--- config.mk ---
export PLATFORM = sky130hd
export DESIGN_NAME = vxr_ext_regs
export DESIGN_NICKNAME = d
export VERILOG_FILES = /design/src/include/vxr_pkg.sv /design/src/rtl/vxr_ext_regs.sv /design/src/rtl/vxr_sync_out.sv
export SDC_FILE = /design/constraint.sdc
export NUM_CORES = 1
export LEC_CHECK = 0
export BUFFER_PORTS_ARGS = -buffer_cell sky130_fd_sc_hd__buf_2
export CORE_MARGIN = 2
export CORE_UTILIZATION = 44
export DETAILED_ROUTE_END_ITERATION = 12
export PLACE_DENSITY = 0.91
export REMOVE_ABC_BUFFERS = 1
export SLEW_MARGIN = 20
export SYNTH_ARGS = -nofsm -noshare
export SYNTH_HDL_FRONTEND = slang
export SYNTH_SLANG_ARGS = --single-unit
--- constraint.sdc ---
create_clock -name core_clk_i -period 2.3 [get_ports core_clk_i]
set_input_delay 0.46 -clock core_clk_i [delete_from_list [all_inputs] [get_ports core_clk_i]]
set_output_delay 0.46 -clock core_clk_i [all_outputs]
set_load 0.01 [all_outputs]
--- src/include/vxr_pkg.sv ---
package vxr_pkg;

  localparam int unsigned IO_AW = 10;

  // Host port decode
  localparam logic [9:0] ADDR_MOC_WR = 10'h3C2;
  localparam logic [9:0] ADDR_MOC_RD = 10'h3CC;
  localparam logic [9:0] ADDR_ISZ_RD = 10'h3C2;
  localparam logic [9:0] ADDR_FCC_RD = 10'h3CA;
  localparam logic [9:0] ADDR_DST_MONO = 10'h3BA;
  localparam logic [9:0] ADDR_DST_COLOUR = 10'h3DA;
  localparam logic [5:0] CRTC_BLOCK_MONO = 6'h3B;
  localparam logic [5:0] CRTC_BLOCK_COLOUR = 6'h3D;

  // misc_output_ctrl fields
  localparam int unsigned MOC_VPOL = 7;
  localparam int unsigned MOC_HPOL = 6;
  localparam int unsigned MOC_PAGE = 5;
  localparam int unsigned MOC_VDRV_DIS = 4;
  localparam int unsigned MOC_CLK_HI = 3;
  localparam int unsigned MOC_CLK_LO = 2;
  localparam int unsigned MOC_RAM_EN = 1;
  localparam int unsigned MOC_IO_COLOUR = 0;
  localparam logic [7:0] MOC_RESET = 8'h10;
  localparam logic [7:0] MOC_GROUP_A = 8'hCC;
  localparam logic [7:0] MOC_GROUP_B = 8'h33;
  localparam logic [7:0] MOC_CLK_FIELD = 8'h0C;

  // feature_connector_ctrl fields
  localparam int unsigned FCC_VIDEO8 = 7;
  localparam int unsigned FCC_OUT1 = 1;
  localparam int unsigned FCC_OUT0 = 0;
  localparam logic [7:0] FCC_STORED = 8'h8B;
  localparam logic [7:0] FCC_RESET = 8'h00;

  // write_protect_ctrl bits guarding the two groups
  localparam int unsigned WRC_GROUP_A = 0;
  localparam int unsigned WRC_GROUP_B = 3;

  // input_status_zero and display_status fields
  localparam int unsigned ISZ_IRQ = 7;
  localparam int unsigned ISZ_FEATURE_CODE_IN_ONE = 6;
  localparam int unsigned ISZ_FEATURE_CODE_IN_ZERO = 5;
  localparam int unsigned ISZ_SWITCH = 4;
  localparam int unsigned DST_NOT_VRT = 7;
  localparam int unsigned DST_DIAG1 = 5;
  localparam int unsigned DST_DIAG0 = 4;
  localparam int unsigned DST_VRT_PIX = 3;
  localparam int unsigned DST_LPEN_SW = 2;
  localparam int unsigned DST_LPEN_FF = 1;
  localparam int unsigned DST_NOT_DE = 0;

  localparam logic [7:0] RDATA_RESET = 8'h00;

  typedef enum logic [1:0] {
    MODE_EGA = 2'b00,
    MODE_CGA = 2'b01,
    MODE_MGA = 2'b11
  } vxr_mode_e;

  typedef struct packed {
    logic rd;
    logic wr;
    logic [9:0] addr;
    logic [7:0] wdata;
  } vxr_io_s;

  typedef struct packed {
    logic hsync;
    logic vsync;
    logic display_active;
    logic pixel;
    logic [1:0] diag;
    logic [1:0] video_hi;
  } vxr_video_s;

endpackage

--- src/rtl/vxr_ext_regs.sv ---
`timescale 1ns/1ns
// How it works
// misc_output_ctrl written at 3C2, read at 3CC
// Reading 3C2 returns input_status_zero
// Bits 7/6 set vsync/hsync polarity, 1=low
// Those bits act only in enhanced mode
// Bit 5 is address lsb in odd/even
// Bit 4 disables external video drivers
// Bits 3-2 choose clock and switch
// Software changes clock only under sequencer reset
// Clock bits mirrored; port write clears msb
// Bit 1 gates processor display memory access
// Bit 0 moves CRTC/status ports 3Bx/3Dx
// Feature control written 3?A, read 3CA
// Feature control bit 7 drives feature pins
// Feature control bits 1-0 drive outputs
// Status zero bit 7 follows IRQ2 line
// Vsync leading edge raises interrupt when enabled
// Status zero bits 6-5 show feature pins
// Bit 4 senses switch chosen by clock select
// Display status bit 7 is not-vretrace
// Bit 3 vretrace, or pixel in monochrome
// Bits 5-4 carry two diagnostic signals
// Reset clears all but driver-disable bit
// Protection bits 0/3 block write groups
// Display status bit 0 is inverse enable
// Unused bits read zero, ignore writes; the code stores unused feature control bit 3 and reads it back at 3CA
module vxr_ext_regs
(
  input wire logic core_clk_i,
  input wire logic rstn_i,
  input wire vxr_pkg::vxr_io_s io_i,
  output logic [7:0] io_rdata_o,
  output logic io_rdata_valid_o,
  output logic crtc_sel_o,
  input wire logic [7:0] write_protect_ctrl_i,
  input wire vxr_pkg::vxr_mode_e adapter_mode_i,
  input wire logic tc_vsync_neg_i,
  input wire logic tc_hsync_neg_i,
  input wire logic memory_mode_reg_oddeven_i,
  input wire logic vint_disable_i,
  input wire logic vint_clear_n_i,
  input wire logic ext_clk_wr_i,
  input wire logic [2:0] ext_clk_wdata_i,
  input wire vxr_pkg::vxr_video_s video_i,
  input wire logic lpen_switch_i,
  input wire logic lpen_ff_i,
  input wire logic irq2_bus_i,
  input wire logic [7:0] cfg_switch_open_i,
  input wire logic [1:0] input_status_zero_code_in_i,
  output logic [1:0] input_status_zero_code_out_o,
  output logic [1:0] input_status_zero_code_oe_n_o,
  output logic feature_out_zero_o,
  output logic feature_out_one_o,
  output logic ext_video_drv_disable_o,
  output logic page_addr_lsb_o,
  output logic page_addr_lsb_en_o,
  output logic mem_access_en_o,
  output logic colour_io_o,
  output logic [2:0] clock_source_select_o,
  output logic hsync_o,
  output logic vsync_o,
  output logic crt_irq_o
);
  import vxr_pkg::*;

  // Switch k+1 sits at bit k; values 0-3 walk switches 4 down to 1
  function automatic logic [2:0] switch_index(input logic [2:0] sel);
    logic [2:0] idx;
    idx = sel;
    if (!sel[2])
      idx = 3'h3 - sel;
    return idx;
  endfunction

  function automatic logic port_is(input logic [9:0] a, input logic [9:0] port);
    return a == port;
  endfunction

  logic [7:0] moc_r;
  logic [7:0] moc_nxt;
  logic [7:0] fcc_r;
  logic [7:0] fcc_nxt;
  logic clk_msb_r;
  logic clk_msb_nxt;
  logic [7:0] moc_wmask;
  logic moc_clk_written;
  logic [9:0] dst_port;
  logic wr_moc;
  logic wr_fcc;
  logic rd_moc;
  logic rd_isz;
  logic rd_fcc;
  logic rd_dst;
  logic rd_hit;
  logic [7:0] isz_val;
  logic [7:0] dst_val;
  logic [7:0] rdata_nxt;
  logic [1:0] input_status_zero_pin_level;
  logic [1:0] input_status_zero_out_r;
  logic [1:0] input_status_zero_oe_n_r;
  logic [2:0] clk_sel;

  // Port decode
  assign dst_port = moc_r[MOC_IO_COLOUR] ? ADDR_DST_COLOUR : ADDR_DST_MONO;
  assign wr_moc = io_i.wr && port_is(io_i.addr, ADDR_MOC_WR);
  assign wr_fcc = io_i.wr && port_is(io_i.addr, dst_port);
  assign rd_moc = io_i.rd && port_is(io_i.addr, ADDR_MOC_RD);
  assign rd_isz = io_i.rd && port_is(io_i.addr, ADDR_ISZ_RD);
  assign rd_fcc = io_i.rd && port_is(io_i.addr, ADDR_FCC_RD);
  assign rd_dst = io_i.rd && port_is(io_i.addr, dst_port);
  assign rd_hit = rd_moc || rd_isz || rd_fcc || rd_dst;

  // Only the selected CRTC block answers; the other one is left to other cards
  always_comb
  begin
    if (moc_r[MOC_IO_COLOUR])
      crtc_sel_o = (io_i.rd || io_i.wr) && (io_i.addr[9:4] == CRTC_BLOCK_COLOUR);
    else
      crtc_sel_o = (io_i.rd || io_i.wr) && (io_i.addr[9:4] == CRTC_BLOCK_MONO);
  end

  // Write protection by groups
  always_comb
  begin
    moc_wmask = 8'hFF;
    if (write_protect_ctrl_i[WRC_GROUP_A])
      moc_wmask = moc_wmask & ~MOC_GROUP_A;
    if (write_protect_ctrl_i[WRC_GROUP_B])
      moc_wmask = moc_wmask & ~MOC_GROUP_B;
  end

  assign moc_clk_written = wr_moc && !write_protect_ctrl_i[WRC_GROUP_A];

  always_comb
  begin
    moc_nxt = moc_r;
    if (wr_moc)
      moc_nxt = (moc_r & ~moc_wmask) | (io_i.wdata & moc_wmask);
    if (ext_clk_wr_i)
    begin
      moc_nxt[MOC_CLK_HI] = ext_clk_wdata_i[1];
      moc_nxt[MOC_CLK_LO] = ext_clk_wdata_i[0];
    end
  end

  // Clock select msb lives only in the extension view of the field
  always_comb
  begin
    clk_msb_nxt = clk_msb_r;
    if (moc_clk_written)
      clk_msb_nxt = 1'b0;
    if (ext_clk_wr_i)
      clk_msb_nxt = ext_clk_wdata_i[2];
  end

  always_comb
  begin
    fcc_nxt = fcc_r;
    if (wr_fcc && !write_protect_ctrl_i[WRC_GROUP_B])
      fcc_nxt = io_i.wdata & FCC_STORED;
  end

  always_ff @(posedge core_clk_i)
  begin
    if (!rstn_i)
      moc_r <= MOC_RESET;
    else
      moc_r <= moc_nxt;
  end

  always_ff @(posedge core_clk_i)
  begin
    if (!rstn_i)
      clk_msb_r <= 1'b0;
    else
      clk_msb_r <= clk_msb_nxt;
  end

  always_ff @(posedge core_clk_i)
  begin
    if (!rstn_i)
      fcc_r <= FCC_RESET;
    else
      fcc_r <= fcc_nxt;
  end

  // Clock source: changing it outside sequencer reset glitches the dot clock
  assign clk_sel = {clk_msb_r, moc_r[MOC_CLK_HI], moc_r[MOC_CLK_LO]};
  assign clock_source_select_o = clk_sel;

  // Register-driven control outputs
  assign ext_video_drv_disable_o = moc_r[MOC_VDRV_DIS];
  assign page_addr_lsb_o = moc_r[MOC_PAGE];
  assign page_addr_lsb_en_o = memory_mode_reg_oddeven_i;
  assign mem_access_en_o = moc_r[MOC_RAM_EN];
  assign colour_io_o = moc_r[MOC_IO_COLOUR];
  assign feature_out_zero_o = fcc_r[FCC_OUT0];
  assign feature_out_one_o = fcc_r[FCC_OUT1];

  // Feature code pins turn into video bits 7 and 6 when 8-bit video is on
  always_ff @(posedge core_clk_i)
  begin
    if (!rstn_i)
    begin
      input_status_zero_out_r <= 2'b00;
      input_status_zero_oe_n_r <= 2'b11;
    end
    else
    begin
      input_status_zero_out_r <= {video_i.video_hi[0], video_i.video_hi[1]};
      input_status_zero_oe_n_r <= {2{~fcc_r[FCC_VIDEO8]}};
    end
  end

  assign input_status_zero_code_out_o = input_status_zero_out_r;
  assign input_status_zero_code_oe_n_o = input_status_zero_oe_n_r;

  // Read back what the pins carry, whoever drives them
  always_comb
  begin
    if (!input_status_zero_oe_n_r[0])
      input_status_zero_pin_level = input_status_zero_out_r;
    else
      input_status_zero_pin_level = input_status_zero_code_in_i;
  end

  always_comb
  begin
    isz_val = 8'h00;
    isz_val[ISZ_IRQ] = irq2_bus_i;
    isz_val[ISZ_FEATURE_CODE_IN_ONE] = input_status_zero_pin_level[1];
    isz_val[ISZ_FEATURE_CODE_IN_ZERO] = input_status_zero_pin_level[0];
    isz_val[ISZ_SWITCH] = cfg_switch_open_i[switch_index(clk_sel)];
  end

  always_comb
  begin
    dst_val = 8'h00;
    dst_val[DST_NOT_VRT] = ~video_i.vsync;
    dst_val[DST_DIAG1] = video_i.diag[1];
    dst_val[DST_DIAG0] = video_i.diag[0];
    if (adapter_mode_i == MODE_MGA)
      dst_val[DST_VRT_PIX] = video_i.pixel;
    else
      dst_val[DST_VRT_PIX] = video_i.vsync;
    dst_val[DST_LPEN_SW] = lpen_switch_i;
    dst_val[DST_LPEN_FF] = lpen_ff_i;
    dst_val[DST_NOT_DE] = ~video_i.display_active;
  end

  always_comb
  begin
    rdata_nxt = RDATA_RESET;
    if (rd_moc)
      rdata_nxt = moc_r;
    else if (rd_isz)
      rdata_nxt = isz_val;
    else if (rd_fcc)
      rdata_nxt = fcc_r;
    else if (rd_dst)
      rdata_nxt = dst_val;
  end

  // Read data is held until the next read so a slow host can sample it
  always_ff @(posedge core_clk_i)
  begin
    if (!rstn_i)
      io_rdata_o <= RDATA_RESET;
    else if (rd_hit)
      io_rdata_o <= rdata_nxt;
  end

  always_ff @(posedge core_clk_i)
  begin
    if (!rstn_i)
      io_rdata_valid_o <= 1'b0;
    else
      io_rdata_valid_o <= rd_hit;
  end

  vxr_sync_out u_sync_out
  (
    .core_clk_i(core_clk_i),
    .rstn_i(rstn_i),
    .mode_i(adapter_mode_i),
    .moc_vpol_i(moc_r[MOC_VPOL]),
    .moc_hpol_i(moc_r[MOC_HPOL]),
    .tc_vsync_neg_i(tc_vsync_neg_i),
    .tc_hsync_neg_i(tc_hsync_neg_i),
    .hsync_raw_i(video_i.hsync),
    .vsync_raw_i(video_i.vsync),
    .vint_disable_i(vint_disable_i),
    .vint_clear_n_i(vint_clear_n_i),
    .hsync_o(hsync_o),
    .vsync_o(vsync_o),
    .crt_irq_o(crt_irq_o)
  );

endmodule // vxr_ext_regs

--- src/rtl/vxr_sync_out.sv ---
`timescale 1ns/1ns
module vxr_sync_out
(
  input wire logic core_clk_i,
  input wire logic rstn_i,
  input wire vxr_pkg::vxr_mode_e mode_i,
  input wire logic moc_vpol_i,
  input wire logic moc_hpol_i,
  input wire logic tc_vsync_neg_i,
  input wire logic tc_hsync_neg_i,
  input wire logic hsync_raw_i,
  input wire logic vsync_raw_i,
  input wire logic vint_disable_i,
  input wire logic vint_clear_n_i,
  output logic hsync_o,
  output logic vsync_o,
  output logic crt_irq_o
);
  import vxr_pkg::*;

  logic vneg;
  logic hneg;
  logic vsync_prev_r;
  logic irq_r;
  logic irq_nxt;

  always_comb
  begin
    if (mode_i == MODE_EGA)
    begin
      vneg = moc_vpol_i;
      hneg = moc_hpol_i;
    end
    else
    begin
      vneg = tc_vsync_neg_i;
      hneg = tc_hsync_neg_i;
    end
  end

  always_ff @(posedge core_clk_i)
  begin
    if (!rstn_i)
    begin
      hsync_o <= 1'b0;
      vsync_o <= 1'b0;
    end
    else
    begin
      hsync_o <= hsync_raw_i ^ hneg;
      vsync_o <= vsync_raw_i ^ vneg;
    end
  end

  // A new edge wins over a clear held in the same cycle
  always_comb
  begin
    irq_nxt = irq_r;
    if (!vint_clear_n_i)
      irq_nxt = 1'b0;
    if (vsync_raw_i && !vsync_prev_r && !vint_disable_i)
      irq_nxt = 1'b1;
  end

  always_ff @(posedge core_clk_i)
  begin
    if (!rstn_i)
    begin
      vsync_prev_r <= 1'b0;
      irq_r <= 1'b0;
    end
    else
    begin
      vsync_prev_r <= vsync_raw_i;
      irq_r <= irq_nxt;
    end
  end

  assign crt_irq_o = irq_r;

endmodule // vxr_sync_out

==> flow_summary.json, run 1 <==
{
  "dpl.hpwl_microns": 3580,
  "synthDistinctLibCells": 48,
  "timing.final.setup_violations": 0,
  "reg2reg_setup_slack_ps": 610,
  "std_cell_rows": 21,
  "hold_depth": 2,
  "drt-pass1-iter-count": 4,
  "leakagePower_nw": 0.922,
  "floorplan.initialDensity": 0.463,
  "synth_top_flop_cell": "sky130_fd_sc_hd__dfxtp_1",
  "cts_hold_buffers": 0,
  "max_clock_freq_ghz": 0.478,
  "insertedDiodeCount": 0,
  "internal-power_mw": 0.704,
  "synthesis.area_sq_mm": 0.00157,
  "syn_to_final_growth_pct": 31.5,
  "tritoncts": "yes",
  "cts_inserted_buffers": 5,
  "power.sequential.fraction": 0.532,
  "final_ant_viol_nets": 0,
  "route.vias.total": 1720,
  "grt_ovf": 0,
  "finalHoldWorstSlack_ps": 310,
  "yosys.area_share.simple": 0.280,
  "rsz_0062_raised_after_global_routing": "false",
  "netSwitchingPower_mw": 0.273,
  "first_iter_violations": 136,
  "route.detailed.vias_per_inst": 5.55,
  "post_synth_xor_area_fraction": 0.0112,
  "clock_tree.root_cell": "sky130_fd_sc_hd__clkbuf_4",
  "critical_path_rt_ps": 1840,
  "synth-edff-count": 0,
  "timing.critical_path.to_type": "primary output",
  "synthesis.instances": 182,
  "postPlaceCellArea_sq_mm": 0.00200,
  "clk_pin_slew_ps": 110,
  "num-nets-final": 325,
  "relSlewSlack": 0.669,
  "sw_frac_of_total": 0.279,
  "ys.warnings.count": 0,
  "drive_above_1_share": 0.383,
  "power.share.clock": 0.322,
  "final.setup_skew_ps": 10.5,
  "post_synth_fa_ha_maj_area_fraction": 0,
  "regToRegStartpoint": "moc_r[2]",
  "pin_count_of_the_biggest_net_entering_global_routing": 15,
  "post_cts_buffers": 0,
  "clock_latency_ps": 340,
  "routed_wl_microns": 4500,
  "setup.worst_path.start_class": "register",
  "fin_util": 0.608,
  "post-route-period-util": 0.909,
  "path_max_fanout": 5,
  "dieArea_sq_mm": 0.00406,
  "final_area_sq_mm": 0.00206,
  "cp_data_arrival_time_ps": 1630,
  "synth_top_family_by_area": "simple AND/OR/NAND/NOR gates",
  "timing.hold.worst_endpoint": "input_status_zero_code_out_o[1]",
  "wl_per_cell_microns": 14.5,
  "postSynthAreaPerCell_sq_um": 8.61,
  "coreArea_sq_mm": 0.00339,
  "max_slew.worst_pin.slew_ps": 495,
  "least_setup_slack_across_all_paths_after_layout_ps": 210,
  "grt_pass1_vias": 1642,
  "comb_power_share": 0.147,
  "design_power_total_mw": 0.976,
  "layoutNonFillerInstCount": 310,
  "yosys-mux-area-fraction": 0.0750,
  "grt_antenna_before_repair": 0,
  "timing.final.max_slew_violations": 0,
  "async_reset_ff_frac": 0,
  "hp-start": "video_i[0]",
  "track_usage": 0.234,
  "numClockSinks": 29,
  "fin_tns_setup_ps": 0,
  "port_buffers": 80,
  "global_route_wire_length_before_repair_microns": 7290,
  "timing.reg2reg.worst_path_depth": 4,
  "detailedPlace.worstSlack_ps": 222,
  "yosysSeqAreaShare": 0.370,
  "placer_s_final_routability_congestion_estimate": 0.910,
  "layout.cells.most_common": "sky130_fd_sc_hd__buf_2",
  "critical_path.reg2reg.endpoint": "io_rdata_o[4]",
  "path_class": "reg -> out",
  "final_period_minus_worst_setup_slack_ps": 2090,
  "synth_compound_gate_area_share": 0.224,
  "cts_htree_levels": 2,
  "drc_violation_count_after_routing": 0,
  "run_status": "complete, no violations",
  "placedCellCount": 302,
  "final-hold-violation-count": 0,
  "chipHeight_microns": 63.7,
  "clk_path_buf_depth": 2,
  "floorplan.die.width_microns": 63.7,
  "max_cap_violations": 0,
  "max-vdd-ir-drop_mv": 0.358,
  "layout_common_cells": "80 x sky130_fd_sc_hd__buf_2, 29 x sky130_fd_sc_hd__dfxtp_1, 22 x sky130_fd_sc_hd__nand3_1, 12 x sky130_fd_sc_hd__o21ai_0, 12 x sky130_fd_sc_hd__nand2_1",
  "synth.ff_latch_count": 29,
  "ios": 89,
  "resized_cells_post_cts": 0,
  "holdCritPathClass": "in -> reg",
  "pwr_density_cell_mw_per_mm2": 474
}
-- worst max-delay path: stages, from the launching register on --
cell                      delay [ps]
sky130_fd_sc_hd__dfxtp_1         370
sky130_fd_sc_hd__and3b_2         260
sky130_fd_sc_hd__o21ai_0         410
sky130_fd_sc_hd__nor2_1          100
sky130_fd_sc_hd__buf_2           150
-- power by group through the flow --
stage	registers (mW)	logic [mW]	clock network, mW
after floorplan	0.534	0.0555	0
after global placement	0.530	0.139	0
after detailed placement	0.531	0.142	0
after CTS	0.519	0.143	0.319
after global routing	0.521	0.157	0.350
final	0.519	0.143	0.314
-- cells in the mapped netlist, types with 3 or more instances --
| master | instances | share of area |
|---|---|---|
| sky130_fd_sc_hd__a31oi_1 | 4 | 0.016 |
| sky130_fd_sc_hd__nand3_1 | 22 | 0.070 |
| sky130_fd_sc_hd__and2_1 | 3 | 0.012 |
| sky130_fd_sc_hd__mux2i_1 | 5 | 0.032 |
| sky130_fd_sc_hd__inv_1 | 3 | 0.0072 |
| sky130_fd_sc_hd__a21boi_0 | 4 | 0.019 |
| sky130_fd_sc_hd__and3_1 | 6 | 0.024 |
| sky130_fd_sc_hd__clkbuf_1 | 5 | 0.012 |
| sky130_fd_sc_hd__buf_4 | 3 | 0.014 |
| sky130_fd_sc_hd__a21o_1 | 4 | 0.019 |
| sky130_fd_sc_hd__o21ai_0 | 12 | 0.038 |
| sky130_fd_sc_hd__nor3_1 | 6 | 0.019 |
| sky130_fd_sc_hd__nand2_1 | 12 | 0.029 |
| sky130_fd_sc_hd__nand2b_1 | 5 | 0.020 |
| sky130_fd_sc_hd__a21oi_1 | 9 | 0.029 |
| sky130_fd_sc_hd__nor2_1 | 10 | 0.024 |
| sky130_fd_sc_hd__o21a_1 | 3 | 0.014 |
| sky130_fd_sc_hd__dfxtp_1 | 29 | 0.37 |
| sky130_fd_sc_hd__a22oi_1 | 3 | 0.014 |
-- worst max path at each step --
stage / slack (ps) / cells past startpoint / end
6_report: 210 / 4 / crtc_sel_o
5_1_grt: 90 / 4 / crtc_sel_o
4_1_cts: 200 / 4 / crtc_sel_o
3_5_place_dp: 220 / 5 / io_rdata_o[5]
3_3_place_gp: 300 / 5 / io_rdata_o[5]
2_1_floorplan: 240 / 4 / moc_r[2]
-- per-layer routing --
layer	global-route usage	vias to the layer above	routed length [microns]
li1	-	841	-
met1	0.277	784	1840
met2	0.384	82	2130
met3	0.0696	13	388
met4	0.111	0	136
met5	0	-	0
-- cell families after synthesis --
group                  Yosys count
AO/OA/AOI/OAI                   50
XOR/XNOR                         2
buffers and inverters           13
flip-flops                      29
multiplexers                     9
AND/OR/NAND/NOR                 79
-- final cells by class --
class,instances,area [sq um]
Fill cell,324,1330
Multi-Input combinational cell,140,926
Sequential cell,29,581
Timing Repair Buffer,83,423
Tap cell,46,57.6
Clock buffer,5,37.5
Clock inverter,3,22.5
Inverter,4,15.0
No activity file was read; power rests on OpenSTA's default activity.
==> run 2: changes to the inputs <==
==> constraint.sdc (replaced) <==
create_clock -name core_clk_i -period 2.1 [get_ports core_clk_i]
set_input_delay 0.42 -clock core_clk_i [delete_from_list [all_inputs] [get_ports core_clk_i]]
set_output_delay 0.42 -clock core_clk_i [all_outputs]
set_load 0.01 [all_outputs]
==> flow_summary.json, run 2 (synthesis results as in run 1) <==
{
  "layout_common_cells": "80 x sky130_fd_sc_hd__buf_2, 29 x sky130_fd_sc_hd__dfxtp_1, 22 x sky130_fd_sc_hd__nand3_1, 12 x sky130_fd_sc_hd__o21ai_0, 12 x sky130_fd_sc_hd__nand2_1",
  "global_route_wire_length_before_repair_microns": 7310,
  "clk_pin_slew_ps": 90,
  "insertedDiodeCount": 0,
  "port_buffers": 80,
  "timing.final.setup_violations": 0,
  "max_clock_freq_ghz": 0.528,
  "cp_data_arrival_time_ps": 1470,
  "holdCritPathClass": "in -> reg",
  "routed_wl_microns": 4470,
  "final.setup_skew_ps": 14.0,
  "dieArea_sq_mm": 0.00406,
  "route.vias.total": 1749,
  "std_cell_rows": 21,
  "reg2reg_setup_slack_ps": 320,
  "first_iter_violations": 94,
  "placer_s_final_routability_congestion_estimate": 0.896,
  "tritoncts": "yes",
  "resized_cells_post_cts": 0,
  "syn_to_final_growth_pct": 33.8,
  "power.sequential.fraction": 0.530,
  "grt_antenna_before_repair": 0,
  "layout.cells.most_common": "sky130_fd_sc_hd__buf_2",
  "grt_pass1_vias": 1628,
  "post-route-period-util": 0.901,
  "grt_ovf": 0,
  "placedCellCount": 307,
  "layoutNonFillerInstCount": 314,
  "final_period_minus_worst_setup_slack_ps": 1890,
  "design_power_total_mw": 1.07,
  "num-nets-final": 330,
  "max_slew.worst_pin.slew_ps": 421,
  "power.share.clock": 0.324,
  "path_max_fanout": 5,
  "drc_violation_count_after_routing": 0,
  "rsz_0062_raised_after_global_routing": "false",
  "critical_path_rt_ps": 1680,
  "coreArea_sq_mm": 0.00339,
  "timing.final.max_slew_violations": 0,
  "fin_tns_setup_ps": 0,
  "run_status": "complete, no violations",
  "final-hold-violation-count": 0,
  "dpl.hpwl_microns": 3540,
  "wl_per_cell_microns": 14.2,
  "cts_hold_buffers": 0,
  "track_usage": 0.231,
  "netSwitchingPower_mw": 0.275,
  "cts_inserted_buffers": 5,
  "max_cap_violations": 0,
  "timing.critical_path.to_type": "primary output",
  "leakagePower_nw": 0.952,
  "setup.worst_path.start_class": "register",
  "drt-pass1-iter-count": 4,
  "post_cts_buffers": 0,
  "final_ant_viol_nets": 0,
  "clock_tree.root_cell": "sky130_fd_sc_hd__clkbuf_4",
  "route.detailed.vias_per_inst": 5.57,
  "chipHeight_microns": 63.7,
  "comb_power_share": 0.146,
  "ios": 89,
  "floorplan.initialDensity": 0.463,
  "pwr_density_cell_mw_per_mm2": 512,
  "numClockSinks": 29,
  "clk_path_buf_depth": 2,
  "max-vdd-ir-drop_mv": 0.248,
  "drive_above_1_share": 0.392,
  "clock_latency_ps": 330,
  "path_class": "reg -> out",
  "internal-power_mw": 0.798,
  "cts_htree_levels": 2,
  "floorplan.die.width_microns": 63.7,
  "sw_frac_of_total": 0.256,
  "relSlewSlack": 0.716,
  "pin_count_of_the_biggest_net_entering_global_routing": 17
}
## run 2: cell types whose count changed in the layout (fill, tap and decap cells not counted)
cell                         before  now
sky130_fd_sc_hd__clkinvlp_4       3    1
sky130_fd_sc_hd__buf_4            3    8
sky130_fd_sc_hd__clkbuf_8         0    1
## run 2: worst paths after layout
| path | start | end | cells past startpoint |
|---|---|---|---|
| setup / recovery | register | crtc_sel_o | 5 |
| hold / removal | video_i[0] | input_status_zero_code_out_o[1] | 2 |
| setup reg to reg | moc_r[2] | io_rdata_o[4] | 4 |
| hold reg to reg | fcc_r[7] | input_status_zero_code_oe_n_o[0] | 1 |
## run 2: power by group through the flow
stage | combinational [mW] | sequential [mW] | clock [mW]
3_5_place_dp | 0.156 | 0.581 | 0
5_1_grt | 0.173 | 0.570 | 0.382
4_1_cts | 0.156 | 0.569 | 0.354
3_3_place_gp | 0.153 | 0.581 | 0
2_1_floorplan | 0.0607 | 0.585 | 0
6_report | 0.157 | 0.569 | 0.348
## run 2: final cells by class
class / count / area, sq um
repair buffers: 88 / 460
multi-input cells: 140 / 926
inverters: 4 / 15.0
well taps: 46 / 57.6
fillers: 320 / 1290
clock buffers: 6 / 51.3
clock inverters: 1 / 7.51
flip-flops and latches: 29 / 581
## run 2: per-layer routing
layer  wire [microns]  GRT usage  share of wire
met1             1840      0.285           0.41
met2             2070      0.375           0.46
met3              431     0.0714          0.097
met4              119     0.0897          0.027
met5                0          0              0
## run 2: worst max-delay path, stage by stage (launching register included)
cell                      delay (ps)
sky130_fd_sc_hd__dfxtp_1         420
sky130_fd_sc_hd__nor3b_1          80
sky130_fd_sc_hd__buf_4           150
sky130_fd_sc_hd__o21ai_0         260
sky130_fd_sc_hd__nor2_1           80
sky130_fd_sc_hd__buf_2           140
## run 2: metrics by stage
stage | hold WS, ps | setup slack (ps) | cell area, sq um | util
final | 289 | 207 | 2100 | 0.619
after global routing | 298 | 135 | 2100 | 0.619
after CTS | 293 | 219 | 2100 | 0.619
after detailed placement | 404 | 160 | 2040 | 0.602
after global placement | 401 | 191 | 2040 | 0.602
after floorplan | 367 | 82.7 | 1520 | -
